===== src/mac_ctl_pkg.sv =====
package mac_ctl_pkg;
  // register location in the i/o space
  localparam logic [7:0] MAC_CONTROL_OFFSET  = 8'h50;
  localparam logic [31:0] MAC_CONTROL_RESET  = 32'h0000_0000;
  localparam int unsigned REG_WIDTH          = 32;
  localparam int unsigned DATA_WIDTH         = 8;

  // field positions inside mac_control
  localparam int unsigned KEEP_CHECK_SEQUENCE_BIT   = 9;
  localparam int unsigned BUFFER_WRAP_MODE_BIT      = 10;
  localparam int unsigned MEDIA_SIDE_WRAP_MODE_BIT  = 11;
  localparam int unsigned COLLISION_LIVE_BIT        = 16;
  localparam int unsigned CARRIER_LIVE_BIT          = 17;
  localparam int unsigned TRANSMIT_ACTIVE_BIT       = 18;
  localparam int unsigned TRANSMIT_FAULT_BIT        = 19;
  localparam int unsigned COUNTERS_START_STROBE_BIT = 21;
  localparam int unsigned COUNTERS_STOP_STROBE_BIT  = 22;
  localparam int unsigned COUNTERS_RUNNING_BIT      = 23;
  localparam int unsigned TRANSMIT_ON_STROBE_BIT    = 24;
  localparam int unsigned TRANSMIT_OFF_STROBE_BIT   = 25;
  localparam int unsigned TRANSMIT_ON_STATUS_BIT    = 26;
  localparam int unsigned RECEIVE_ON_STROBE_BIT     = 27;
  localparam int unsigned RECEIVE_OFF_STROBE_BIT    = 28;
  localparam int unsigned RECEIVE_ON_STATUS_BIT     = 29;
  localparam int unsigned PAUSED_BIT                = 30;

  // pin synchroniser depth
  localparam int unsigned SYNC_STAGES = 3;

  // receive buffer write source
  typedef enum logic [1:0] {
    SRC_MEDIA,
    SRC_BUFFER_WRAP,
    SRC_MEDIA_WRAP
  } rx_source_t;
endpackage


===== src/mac_control_upper_fields.sv =====
`timescale 1ns/10ps
// Overview of operation
// - bit 9 set passes received check sequence bytes into the receive buffer.
// - check sequence errors are always reported, whatever bit 9 holds.
// - system reset clears bit 9.
// - bit 10 set feeds transmit buffer data straight into the receive buffer.
// - bit 11 set, with bit 10 clear, loops transmit data back at the media controller output.
// - bit 16 reads the collision input.
// - bit 17 reads the carrier input.
// - bit 18 reads one while a frame is being transmitted.
// - a transmit starvation event sets bit 19.
// - writing one to bit 21 starts statistics counting, bit self-clears.
// - writing one to bit 22 stops counting, counters hold, bit self-clears.
// - bit 23 reads one while statistics counting runs.
// - bits 24 and 25 are self-clearing transmitter on and off strobes.
// - bit 26 reads one while the transmitter is enabled.
// - bits 27 and 28 are self-clearing receiver on and off strobes.
// - bit 29 reads one while the receiver is enabled.
// - bit 30 reads one while a pause frame holds off transmission.
module mac_control_upper_fields (
  // clock and reset
  input  wire logic                              clk,
  input  wire logic                              srst,
  // register port
  input  wire logic [7:0]                        ctl_addr,
  input  wire logic                              ctl_wr,
  input  wire logic                              ctl_rd,
  input  wire logic [mac_ctl_pkg::REG_WIDTH-1:0] ctl_wdata,
  output logic      [mac_ctl_pkg::REG_WIDTH-1:0] ctl_rdata,
  // media pins, asynchronous
  input  wire logic                              collision_pin,
  input  wire logic                              carrier_pin,
  // transmit and pause state from the mac core
  input  wire logic                              transmit_active_in,
  input  wire logic                              transmit_starvation,
  input  wire logic                              pause_hold_in,
  input  wire logic                              transmit_path_reset,
  input  wire logic                              receive_path_reset,
  // frame check result from the receive mac
  input  wire logic                              rx_check_done,
  input  wire logic                              rx_check_bad,
  // received mac bytes
  input  wire logic [mac_ctl_pkg::DATA_WIDTH-1:0] mac_rx_data,
  input  wire logic                              mac_rx_valid,
  input  wire logic                              mac_rx_fcs,
  // transmit buffer bytes and mac output bytes
  input  wire logic [mac_ctl_pkg::DATA_WIDTH-1:0] txbuf_data,
  input  wire logic                              txbuf_valid,
  input  wire logic [mac_ctl_pkg::DATA_WIDTH-1:0] mac_tx_data,
  input  wire logic                              mac_tx_valid,
  input  wire logic                              mac_tx_fcs,
  // receive buffer write side
  output logic      [mac_ctl_pkg::DATA_WIDTH-1:0] rxbuf_data,
  output logic                                   rxbuf_wr,
  // control levels to the rest of the mac
  output logic                                   buffer_wrap_mode,
  output logic                                   media_side_wrap_mode,
  output logic                                   counters_running,
  output logic                                   transmit_on_status,
  output logic                                   receive_on_status,
  output logic                                   transmit_fault,
  output logic                                   rx_check_error
);
  import mac_ctl_pkg::*;

  // control state
  logic                  keep_check_sequence_q, keep_check_sequence_d;
  logic                  buffer_wrap_mode_q, buffer_wrap_mode_d;
  logic                  media_side_wrap_mode_q, media_side_wrap_mode_d;
  logic                  counters_running_q, counters_running_d;
  logic                  transmit_on_status_q, transmit_on_status_d;
  logic                  receive_on_status_q, receive_on_status_d;
  logic                  transmit_fault_q, transmit_fault_d;
  logic                  rx_check_error_q, rx_check_error_d;
  logic [REG_WIDTH-1:0]  ctl_rdata_q, ctl_rdata_d;
  // pin synchronisers
  logic [SYNC_STAGES-1:0] col_sync_q, col_sync_d;
  logic [SYNC_STAGES-1:0] crs_sync_q, crs_sync_d;
  logic                   collision_live_q, collision_live_d;
  logic                   carrier_live_q, carrier_live_d;
  // receive buffer write path
  logic [DATA_WIDTH-1:0] rxbuf_data_q, rxbuf_data_d;
  logic                  rxbuf_wr_q, rxbuf_wr_d;
  rx_source_t            src;
  logic                  hit, wr_hit, rd_hit;
  logic [REG_WIDTH-1:0]  view;

  // address decode
  always_comb
  begin
    hit = 1'b0;
    if (ctl_addr == MAC_CONTROL_OFFSET)
    begin
      hit = 1'b1;
    end
    wr_hit = ctl_wr & hit;
    rd_hit = ctl_rd & hit;
  end

  // three stage pin capture, change taken when stages two and three agree
  always_comb
  begin
    col_sync_d       = {col_sync_q[SYNC_STAGES-2:0], collision_pin};
    crs_sync_d       = {crs_sync_q[SYNC_STAGES-2:0], carrier_pin};
    collision_live_d = collision_live_q;
    carrier_live_d   = carrier_live_q;
    if (col_sync_q[1] == col_sync_q[2])
    begin
      collision_live_d = col_sync_q[2];
    end
    if (crs_sync_q[1] == crs_sync_q[2])
    begin
      carrier_live_d = crs_sync_q[2];
    end
  end

  // next values of the control and status fields
  always_comb
  begin
    keep_check_sequence_d  = keep_check_sequence_q;
    buffer_wrap_mode_d     = buffer_wrap_mode_q;
    media_side_wrap_mode_d = media_side_wrap_mode_q;
    counters_running_d     = counters_running_q;
    transmit_on_status_d   = transmit_on_status_q;
    receive_on_status_d    = receive_on_status_q;
    transmit_fault_d       = transmit_fault_q;
    if (wr_hit)
    begin
      keep_check_sequence_d  = ctl_wdata[KEEP_CHECK_SEQUENCE_BIT];
      buffer_wrap_mode_d     = ctl_wdata[BUFFER_WRAP_MODE_BIT];
      media_side_wrap_mode_d = ctl_wdata[MEDIA_SIDE_WRAP_MODE_BIT];
      // strobes act only on the write; off is checked last so it wins
      if (ctl_wdata[COUNTERS_START_STROBE_BIT])
      begin
        counters_running_d = 1'b1;
      end
      if (ctl_wdata[COUNTERS_STOP_STROBE_BIT])
      begin
        counters_running_d = 1'b0;
      end
      if (ctl_wdata[TRANSMIT_ON_STROBE_BIT])
      begin
        transmit_on_status_d = 1'b1;
      end
      if (ctl_wdata[TRANSMIT_OFF_STROBE_BIT])
      begin
        transmit_on_status_d = 1'b0;
      end
      if (ctl_wdata[RECEIVE_ON_STROBE_BIT])
      begin
        receive_on_status_d = 1'b1;
      end
      if (ctl_wdata[RECEIVE_OFF_STROBE_BIT])
      begin
        receive_on_status_d = 1'b0;
      end
    end
    // fault held until transmit reset; a new starvation wins the same cycle
    if (transmit_path_reset)
    begin
      transmit_fault_d = 1'b0;
    end
    if (transmit_starvation)
    begin
      transmit_fault_d = 1'b1;
    end
    // check errors reported regardless of pass-through
    rx_check_error_d = rx_check_done & rx_check_bad;
  end

  // register read view; strobe and reserved bits read zero
  always_comb
  begin
    view                            = '0;
    view[KEEP_CHECK_SEQUENCE_BIT]   = keep_check_sequence_q;
    view[BUFFER_WRAP_MODE_BIT]      = buffer_wrap_mode_q;
    view[MEDIA_SIDE_WRAP_MODE_BIT]  = media_side_wrap_mode_q;
    view[COLLISION_LIVE_BIT]        = collision_live_q;
    view[CARRIER_LIVE_BIT]          = carrier_live_q;
    view[TRANSMIT_ACTIVE_BIT]       = transmit_active_in;
    view[TRANSMIT_FAULT_BIT]        = transmit_fault_q;
    view[COUNTERS_RUNNING_BIT]      = counters_running_q;
    view[TRANSMIT_ON_STATUS_BIT]    = transmit_on_status_q;
    view[RECEIVE_ON_STATUS_BIT]     = receive_on_status_q;
    view[PAUSED_BIT]                = pause_hold_in;
    ctl_rdata_d                     = '0;
    if (rd_hit)
    begin
      ctl_rdata_d = view;
    end
  end

  // receive buffer source select and check sequence filter
  always_comb
  begin
    src = SRC_MEDIA;
    if (buffer_wrap_mode_q)
    begin
      src = SRC_BUFFER_WRAP;
    end
    else if (media_side_wrap_mode_q)
    begin
      src = SRC_MEDIA_WRAP;
    end
    rxbuf_data_d = '0;
    rxbuf_wr_d   = 1'b0;
    case (src)
      SRC_BUFFER_WRAP:
      begin
        rxbuf_data_d = txbuf_data;
        rxbuf_wr_d   = txbuf_valid;
      end
      SRC_MEDIA_WRAP:
      begin
        rxbuf_data_d = mac_tx_data;
        rxbuf_wr_d   = mac_tx_valid & (keep_check_sequence_q | ~mac_tx_fcs);
      end
      default:
      begin
        rxbuf_data_d = mac_rx_data;
        rxbuf_wr_d   = mac_rx_valid & (keep_check_sequence_q | ~mac_rx_fcs);
      end
    endcase
    if (~receive_on_status_q | receive_path_reset)
    begin
      rxbuf_wr_d = 1'b0;
    end
  end

  // pin synchroniser registers
  always_ff @(posedge clk)
  begin
    if (srst)
    begin
      col_sync_q       <= '0;
      crs_sync_q       <= '0;
      collision_live_q <= 1'b0;
      carrier_live_q   <= 1'b0;
    end
    else
    begin
      col_sync_q       <= col_sync_d;
      crs_sync_q       <= crs_sync_d;
      collision_live_q <= collision_live_d;
      carrier_live_q   <= carrier_live_d;
    end
  end

  // control and status field registers
  always_ff @(posedge clk)
  begin
    if (srst)
    begin
      keep_check_sequence_q  <= MAC_CONTROL_RESET[KEEP_CHECK_SEQUENCE_BIT];
      buffer_wrap_mode_q     <= MAC_CONTROL_RESET[BUFFER_WRAP_MODE_BIT];
      media_side_wrap_mode_q <= MAC_CONTROL_RESET[MEDIA_SIDE_WRAP_MODE_BIT];
      counters_running_q     <= MAC_CONTROL_RESET[COUNTERS_RUNNING_BIT];
      transmit_on_status_q   <= MAC_CONTROL_RESET[TRANSMIT_ON_STATUS_BIT];
      receive_on_status_q    <= MAC_CONTROL_RESET[RECEIVE_ON_STATUS_BIT];
      transmit_fault_q       <= MAC_CONTROL_RESET[TRANSMIT_FAULT_BIT];
      rx_check_error_q       <= 1'b0;
    end
    else
    begin
      keep_check_sequence_q  <= keep_check_sequence_d;
      buffer_wrap_mode_q     <= buffer_wrap_mode_d;
      media_side_wrap_mode_q <= media_side_wrap_mode_d;
      counters_running_q     <= counters_running_d;
      transmit_on_status_q   <= transmit_on_status_d;
      receive_on_status_q    <= receive_on_status_d;
      transmit_fault_q       <= transmit_fault_d;
      rx_check_error_q       <= rx_check_error_d;
    end
  end

  // read data register, zero between reads
  always_ff @(posedge clk)
  begin
    if (srst)
    begin
      ctl_rdata_q <= '0;
    end
    else
    begin
      ctl_rdata_q <= ctl_rdata_d;
    end
  end

  // receive buffer write registers
  always_ff @(posedge clk)
  begin
    if (srst)
    begin
      rxbuf_data_q <= '0;
      rxbuf_wr_q   <= 1'b0;
    end
    else
    begin
      rxbuf_data_q <= rxbuf_data_d;
      rxbuf_wr_q   <= rxbuf_wr_d;
    end
  end

  // outputs straight from flops
  assign ctl_rdata            = ctl_rdata_q;
  assign rxbuf_data           = rxbuf_data_q;
  assign rxbuf_wr             = rxbuf_wr_q;
  assign buffer_wrap_mode     = buffer_wrap_mode_q;
  assign media_side_wrap_mode = media_side_wrap_mode_q;
  assign counters_running     = counters_running_q;
  assign transmit_on_status   = transmit_on_status_q;
  assign receive_on_status    = receive_on_status_q;
  assign transmit_fault       = transmit_fault_q;
  assign rx_check_error       = rx_check_error_q;
endmodule


===== config.mk =====
export PLATFORM = sky130hd
export DESIGN_NAME = mac_control_upper_fields
export DESIGN_NICKNAME = d
export VERILOG_FILES = /design/src/mac_ctl_pkg.sv /design/src/mac_control_upper_fields.sv
export SDC_FILE = /design/constraint.sdc
export NUM_CORES = 1
export LEC_CHECK = 0
export BUFFER_PORTS_ARGS = -buffer_cell sky130_fd_sc_hd__buf_2
export CORE_ASPECT_RATIO = 0.9
export CORE_MARGIN = 2
export CORE_UTILIZATION = 41
export DETAILED_ROUTE_END_ITERATION = 8
export MAX_ROUTING_LAYER = met4
export PLACE_DENSITY = 0.93
export SETUP_SLACK_MARGIN = 0.05
export SLEW_MARGIN = 20
export SYNTH_ARGS = -nofsm -noshare
export SYNTH_HDL_FRONTEND = slang
export SYNTH_SLANG_ARGS = --single-unit

===== constraint.sdc =====
create_clock -name clk -period 2.1 [get_ports clk]
set_input_delay 0.42 -clock clk [delete_from_list [all_inputs] [get_ports clk]]
set_output_delay 0.42 -clock clk [all_outputs]
set_load 0.05 [all_outputs]

* Word level (Yosys, flattened, before mapping)
Index checks and enable logic that the tools add are counted. Widths: inputs -> output; s select.
Cells by class: equality and inequality tests 5, reduce and logical (&&, ||, !) cells 9, bitwise operators 12, mux-type cells 13
Operator list (number):
- $pmux 8 s2 | 1
- $mux 1 | 9
- $eq 8x7->1 const B | 1
- $reduce_bool 2->1 | 4
- $reduce_and 2->1 | 3
- $and 1x1->1 | 5
- $mux 2 | 2
- $not 1->1 | 4
- $reduce_or 2->1 | 2
- $or 1x1->1 | 3
- $eq 1x1->1 | 2
- $eq 2x1->1 const B | 1
- $eq 2x2->1 const B | 1
- $pmux 1 s2 | 1
Word-level totals: bits in registers 57, output and inout bits 48, input bits 82, word-level logic and storage cells 55

* Logic depth before layout (Yosys ltp)
depth after elaboration 5, depth in mapped cells 4, depth with buffers taken out 3

* Worst setup path before layout
No wires, ideal clock.
path kind register -> register, start point reg media_side_wrap_mode_q, in the netlist media_side_wrap_mode, end point reg rxbuf_data_q[1], in the netlist rxbuf_data[1], clock period less this slack 1.541 ns, setup time 0.128 ns, slack 0.559 ns, required time 1.972 ns, buffers on the path 1, arrival time 1.413 ns, cell stages (with the launch flop) 5, cell sequence dfxtp_1 > buf_2 > mux2_2 > mux2i_1 > nor2_1
Between the ends: cells in the longest elaborated chain, start to end 4, elaborated cells between the ends (all ways) 5, classes of those cells eq/ne: 2; mux: 3
Ends and longest elaborated chain:
- start: declaration | line mac_control_upper_fields.sv:69 | logic media_side_wrap_mode_q, media_side_wrap_mode_d;
- start signal: assignment | line mac_control_upper_fields.sv:256 | media_side_wrap_mode_q <= MAC_CONTROL_RESET[MEDIA_SIDE_WRAP_MODE_BIT];
- start signal: assignment | line mac_control_upper_fields.sv:267 | media_side_wrap_mode_q <= media_side_wrap_mode_d;
- $mux 2 (*) | line mac_control_upper_fields.sv:201 | else if (media_side_wrap_mode_q)
- $mux 2 (*) | line mac_control_upper_fields.sv:197 | if (buffer_wrap_mode_q)
- $eq 2x2->1 / $eq 2x1->1 (equally long branches) | line mac_control_upper_fields.sv:207 | case (src)
- $pmux 8 s2 (*) | line mac_control_upper_fields.sv:207
- end signal: assignment | line mac_control_upper_fields.sv:299 | rxbuf_data_q <= rxbuf_data_d;
- end: declaration | line mac_control_upper_fields.sv:82 | logic [DATA_WIDTH-1:0] rxbuf_data_q, rxbuf_data_d;
Mark *: on every way between the ends. The rest lies on a longest branch, timed or not. A chain may end at the register's enable or synchronous reset.

* Worst setup path after layout
start point reg media_side_wrap_mode_q, in the netlist media_side_wrap_mode, end point out media_side_wrap_mode
RTL lines:
- end: declaration | line mac_control_upper_fields.sv:57 | output logic media_side_wrap_mode,
No word-level cell between the ends.

==> impl_metrics.json <==
{
  "synthFlopType": "dfxtp_1",
  "clkLatencyLatePin_ns": 0.27,
  "layout-drive-gt1-share_pct": 49.36,
  "peakVddDrop_mv": 0.4454,
  "finish.utilization_pct": 57.75,
  "antenna_left": 0,
  "dieArea_sq_um": 4215,
  "cts.sinks": 36,
  "ys_types": 26,
  "tightestPinTransition_ns": 0.5055,
  "outcome": "complete, no violations",
  "nets": 314,
  "drt_iter0_markers": 26,
  "p_per_area_nw_per_um2": 753.5,
  "die_h_microns": 61.79,
  "ys_top_cells_by_count": "dfxtp_1 (36), buf_4 (22), and2_2 (11), mux2i_1 (10), nor2_1 (10)",
  "path_class": "reg2out",
  "die_w_microns": 68.21,
  "synth_area_sq_um": 1521,
  "fin_skew_ns": 0.005878,
  "critPathBufInv": 1,
  "n_antenna_cell": 0,
  "synth_warnings": 0,
  "syn_area_per_cell_sq_um": 10.35,
  "start_kind": "flop",
  "clkTransAtPathRegs_ns": 0.07,
  "place_congestion": 0.7387,
  "num-fill-cells": 318,
  "antenna_found_initial": 0,
  "slowest_stage": "dfxtp_1",
  "clkPwrFrac_pct": 38.3,
  "worstPathMaxFanout": 12,
  "worstPathArrival_ns": 1.26,
  "start_util_pct": 44.06,
  "synth_edf_count": 0,
  "io_pins": 130,
  "post_cts_buffers": 0,
  "slowest_delay_ns": 0.64,
  "drc": 0,
  "num_vias": 1213,
  "synthCells": 147,
  "p_sw_mw": 0.3875,
  "wl_mm": 3.044,
  "post_drt_wl_per_cell_microns": 10.99,
  "maxSlewHeadroom_pct": 66.25,
  "numCtsBuffers": 5,
  "placed_cells": 269,
  "htree_num_levels": 2,
  "numPortBuffers": 85,
  "r2r_slack_ns": 0.74,
  "fin_crit_ns": 1.684,
  "maxCapViolations": 0,
  "grt_overflow": 0,
  "fin_cells": 277,
  "ys_seq_elements": 36,
  "critPathCaptureType": "output pin",
  "crit_required_ns": 1.68,
  "root_buffer": "clkbuf_8",
  "intPower_mw": 1.115,
  "fin_crit_sh_pct": 80.21,
  "grt_pass1_wl_mm": 4.519,
  "dr.pass1.iters": 4,
  "synth_top_area_share_pct": 47.37,
  "ctsHoldBuffers": 0,
  "synthTopCellsByArea": "dfxtp_1 (47%), buf_4 (11%), mux2i_1 (6.6%)",
  "rows": 20,
  "synthArstFlopShare_pct": 0,
  "core_sq_um": 3453,
  "leakagePower_nw": 0.9810,
  "min_path_type": "in2reg",
  "vias_per_cell": 4.379,
  "fmax_ghz": 0.5937,
  "fin_tns_setup_ns": 0,
  "finalHoldViolCount": 0,
  "hpwl_mm": 2.411,
  "clock_path_buffers": 2,
  "area_growth_pct": 31.09,
  "grt_max_degree": 30,
  "rsz0062_at_grt": "no",
  "worstPathCellList": "buf_2",
  "ctsResizeCount": 0,
  "grt_usage_pct": 15.10,
  "cts_tree": "built",
  "seqPwrFrac_pct": 46.7,
  "comb_power_share_pct": 15.0,
  "ys_seq_area_share_pct": 47.37,
  "power_mw": 1.503,
  "p_sw_share_pct": 25.79,
  "yosys.area.top_type": "dfxtp_1",
  "finalSetupViolCount": 0,
  "drv_slew": 0,
  "grt_pass1_vias": 1059,
  "path_delay_family": "flip-flops",
  "synth.most_common_cell": "dfxtp_1"
}
[state kept, by name (all words and copies together), names as in the netlist]
signal	cells
carrier_live_q	1
counters_running	1
transmit_fault	1
rxbuf_data	8
buffer_wrap_mode	1
rx_check_error	1
ctl_rdata	11
media_side_wrap_mode	1
keep_check_sequence_q	1
receive_on_status	1
collision_live_q	1
transmit_on_status	1
col_sync_q	3
rxbuf_wr	1
crs_sync_q	3
[cells by family (layout without fill, tap and decap cells)]
| kind of cell | count (synthesis) | count (layout) | synth area share [%] |
|---|---|---|---|
| AO/OA/AOI/OAI | 11 | 11 | 4.606 |
| other | 1 | 21 | 0.2465 |
| buffers and inverters | 33 | 99 | 14.23 |
| AND/OR/NAND/NOR | 48 | 48 | 21.05 |
| flip-flops | 36 | 36 | 47.37 |
| multiplexers | 18 | 18 | 12.50 |
[cell usage in the layout (no fill, tap or decap), drive strengths merged]
master and count:
buf 86, nor4 1, a221oi 3, and2 11, clkinv 1, o31ai 1, dfxtp 36, conb 21
and4b 1, nand4 4, bufinv 1, nor4bb 1, clkbuf 6, a21oi 4, and3 1, nand2 3
nand3 1, mux2i 10, mux2 8, nand2b 6, inv 5, a31oi 1, nor2b 8, nor2 10
o21ai 2, or4 1
[routing by layer]
metal / part of all wire [%] / wire (microns) / global-route usage [%] / vias up
met1: 41 / 1258 / 16.93 / 524
li1: - / - / - / 615
met3: 8.6 / 262 / 3.243 / 5
met5: 0 / 0 / - / -
met4: 1.4 / 44 / 6.857 / 0
met2: 49 / 1479 / 25.94 / 69
[per-stage QoR]
step,worst slack [ns],hold WS (ns),cell area [sq um]
finish,0.4155,0.3329,1994
global route,0.3428,0.3253,1994
CTS,0.3843,0.3270,1994
detailed placement,0.4352,0.4248,1887
global placement,0.4235,0.4176,1887
floorplan,0.5593,0.4138,1597
[final timing paths]
| check | start | end | cells past startpoint |
|---|---|---|---|
| setup / recovery | media_side_wrap_mode$_SDFFE_PP0P_ | media_side_wrap_mode | 1 |
| hold / removal | ctl_wdata[25] | transmit_on_status$_SDFFE_PP0P_ | 2 |
| setup reg to reg | media_side_wrap_mode$_SDFFE_PP0P_ | rxbuf_data[5]$_SDFF_PP0_ | 3 |
| hold reg to reg | crs_sync_q[0]$_SDFF_PP0_ | crs_sync_q[1]$_SDFF_PP0_ | 1 |
[worst reg2reg max path, stage by stage, from the launching register on]
cell     delay, ns
dfxtp_1       0.64
mux2_2        0.40
mux2i_1       0.14
nor2_1        0.06
[power groups by stage]
stage | Sequential (mW) | Clock [mW] | Combinational (mW)
2_1_floorplan | 0.755 | 0 | 0.148
3_3_place_gp | 0.717 | 0 | 0.222
3_5_place_dp | 0.718 | 0 | 0.226
4_1_cts | 0.702 | 0.592 | 0.227
5_1_grt | 0.704 | 0.620 | 0.241
6_report | 0.702 | 0.575 | 0.226
[cell type report]
cell class | instances | area, sq um | area share (%)
multi-input cells | 98 | 659.4 | 33.06
flip-flops and latches | 36 | 720.7 | 36.14
repair buffers | 86 | 432.9 | 21.71
well taps | 44 | 55.05 | 2.760
clock buffers | 6 | 72.57 | 3.639
clock inverters | 2 | 35.03 | 1.757
inverters | 5 | 18.77 | 0.9410
(Power assumes the default switching activity.)
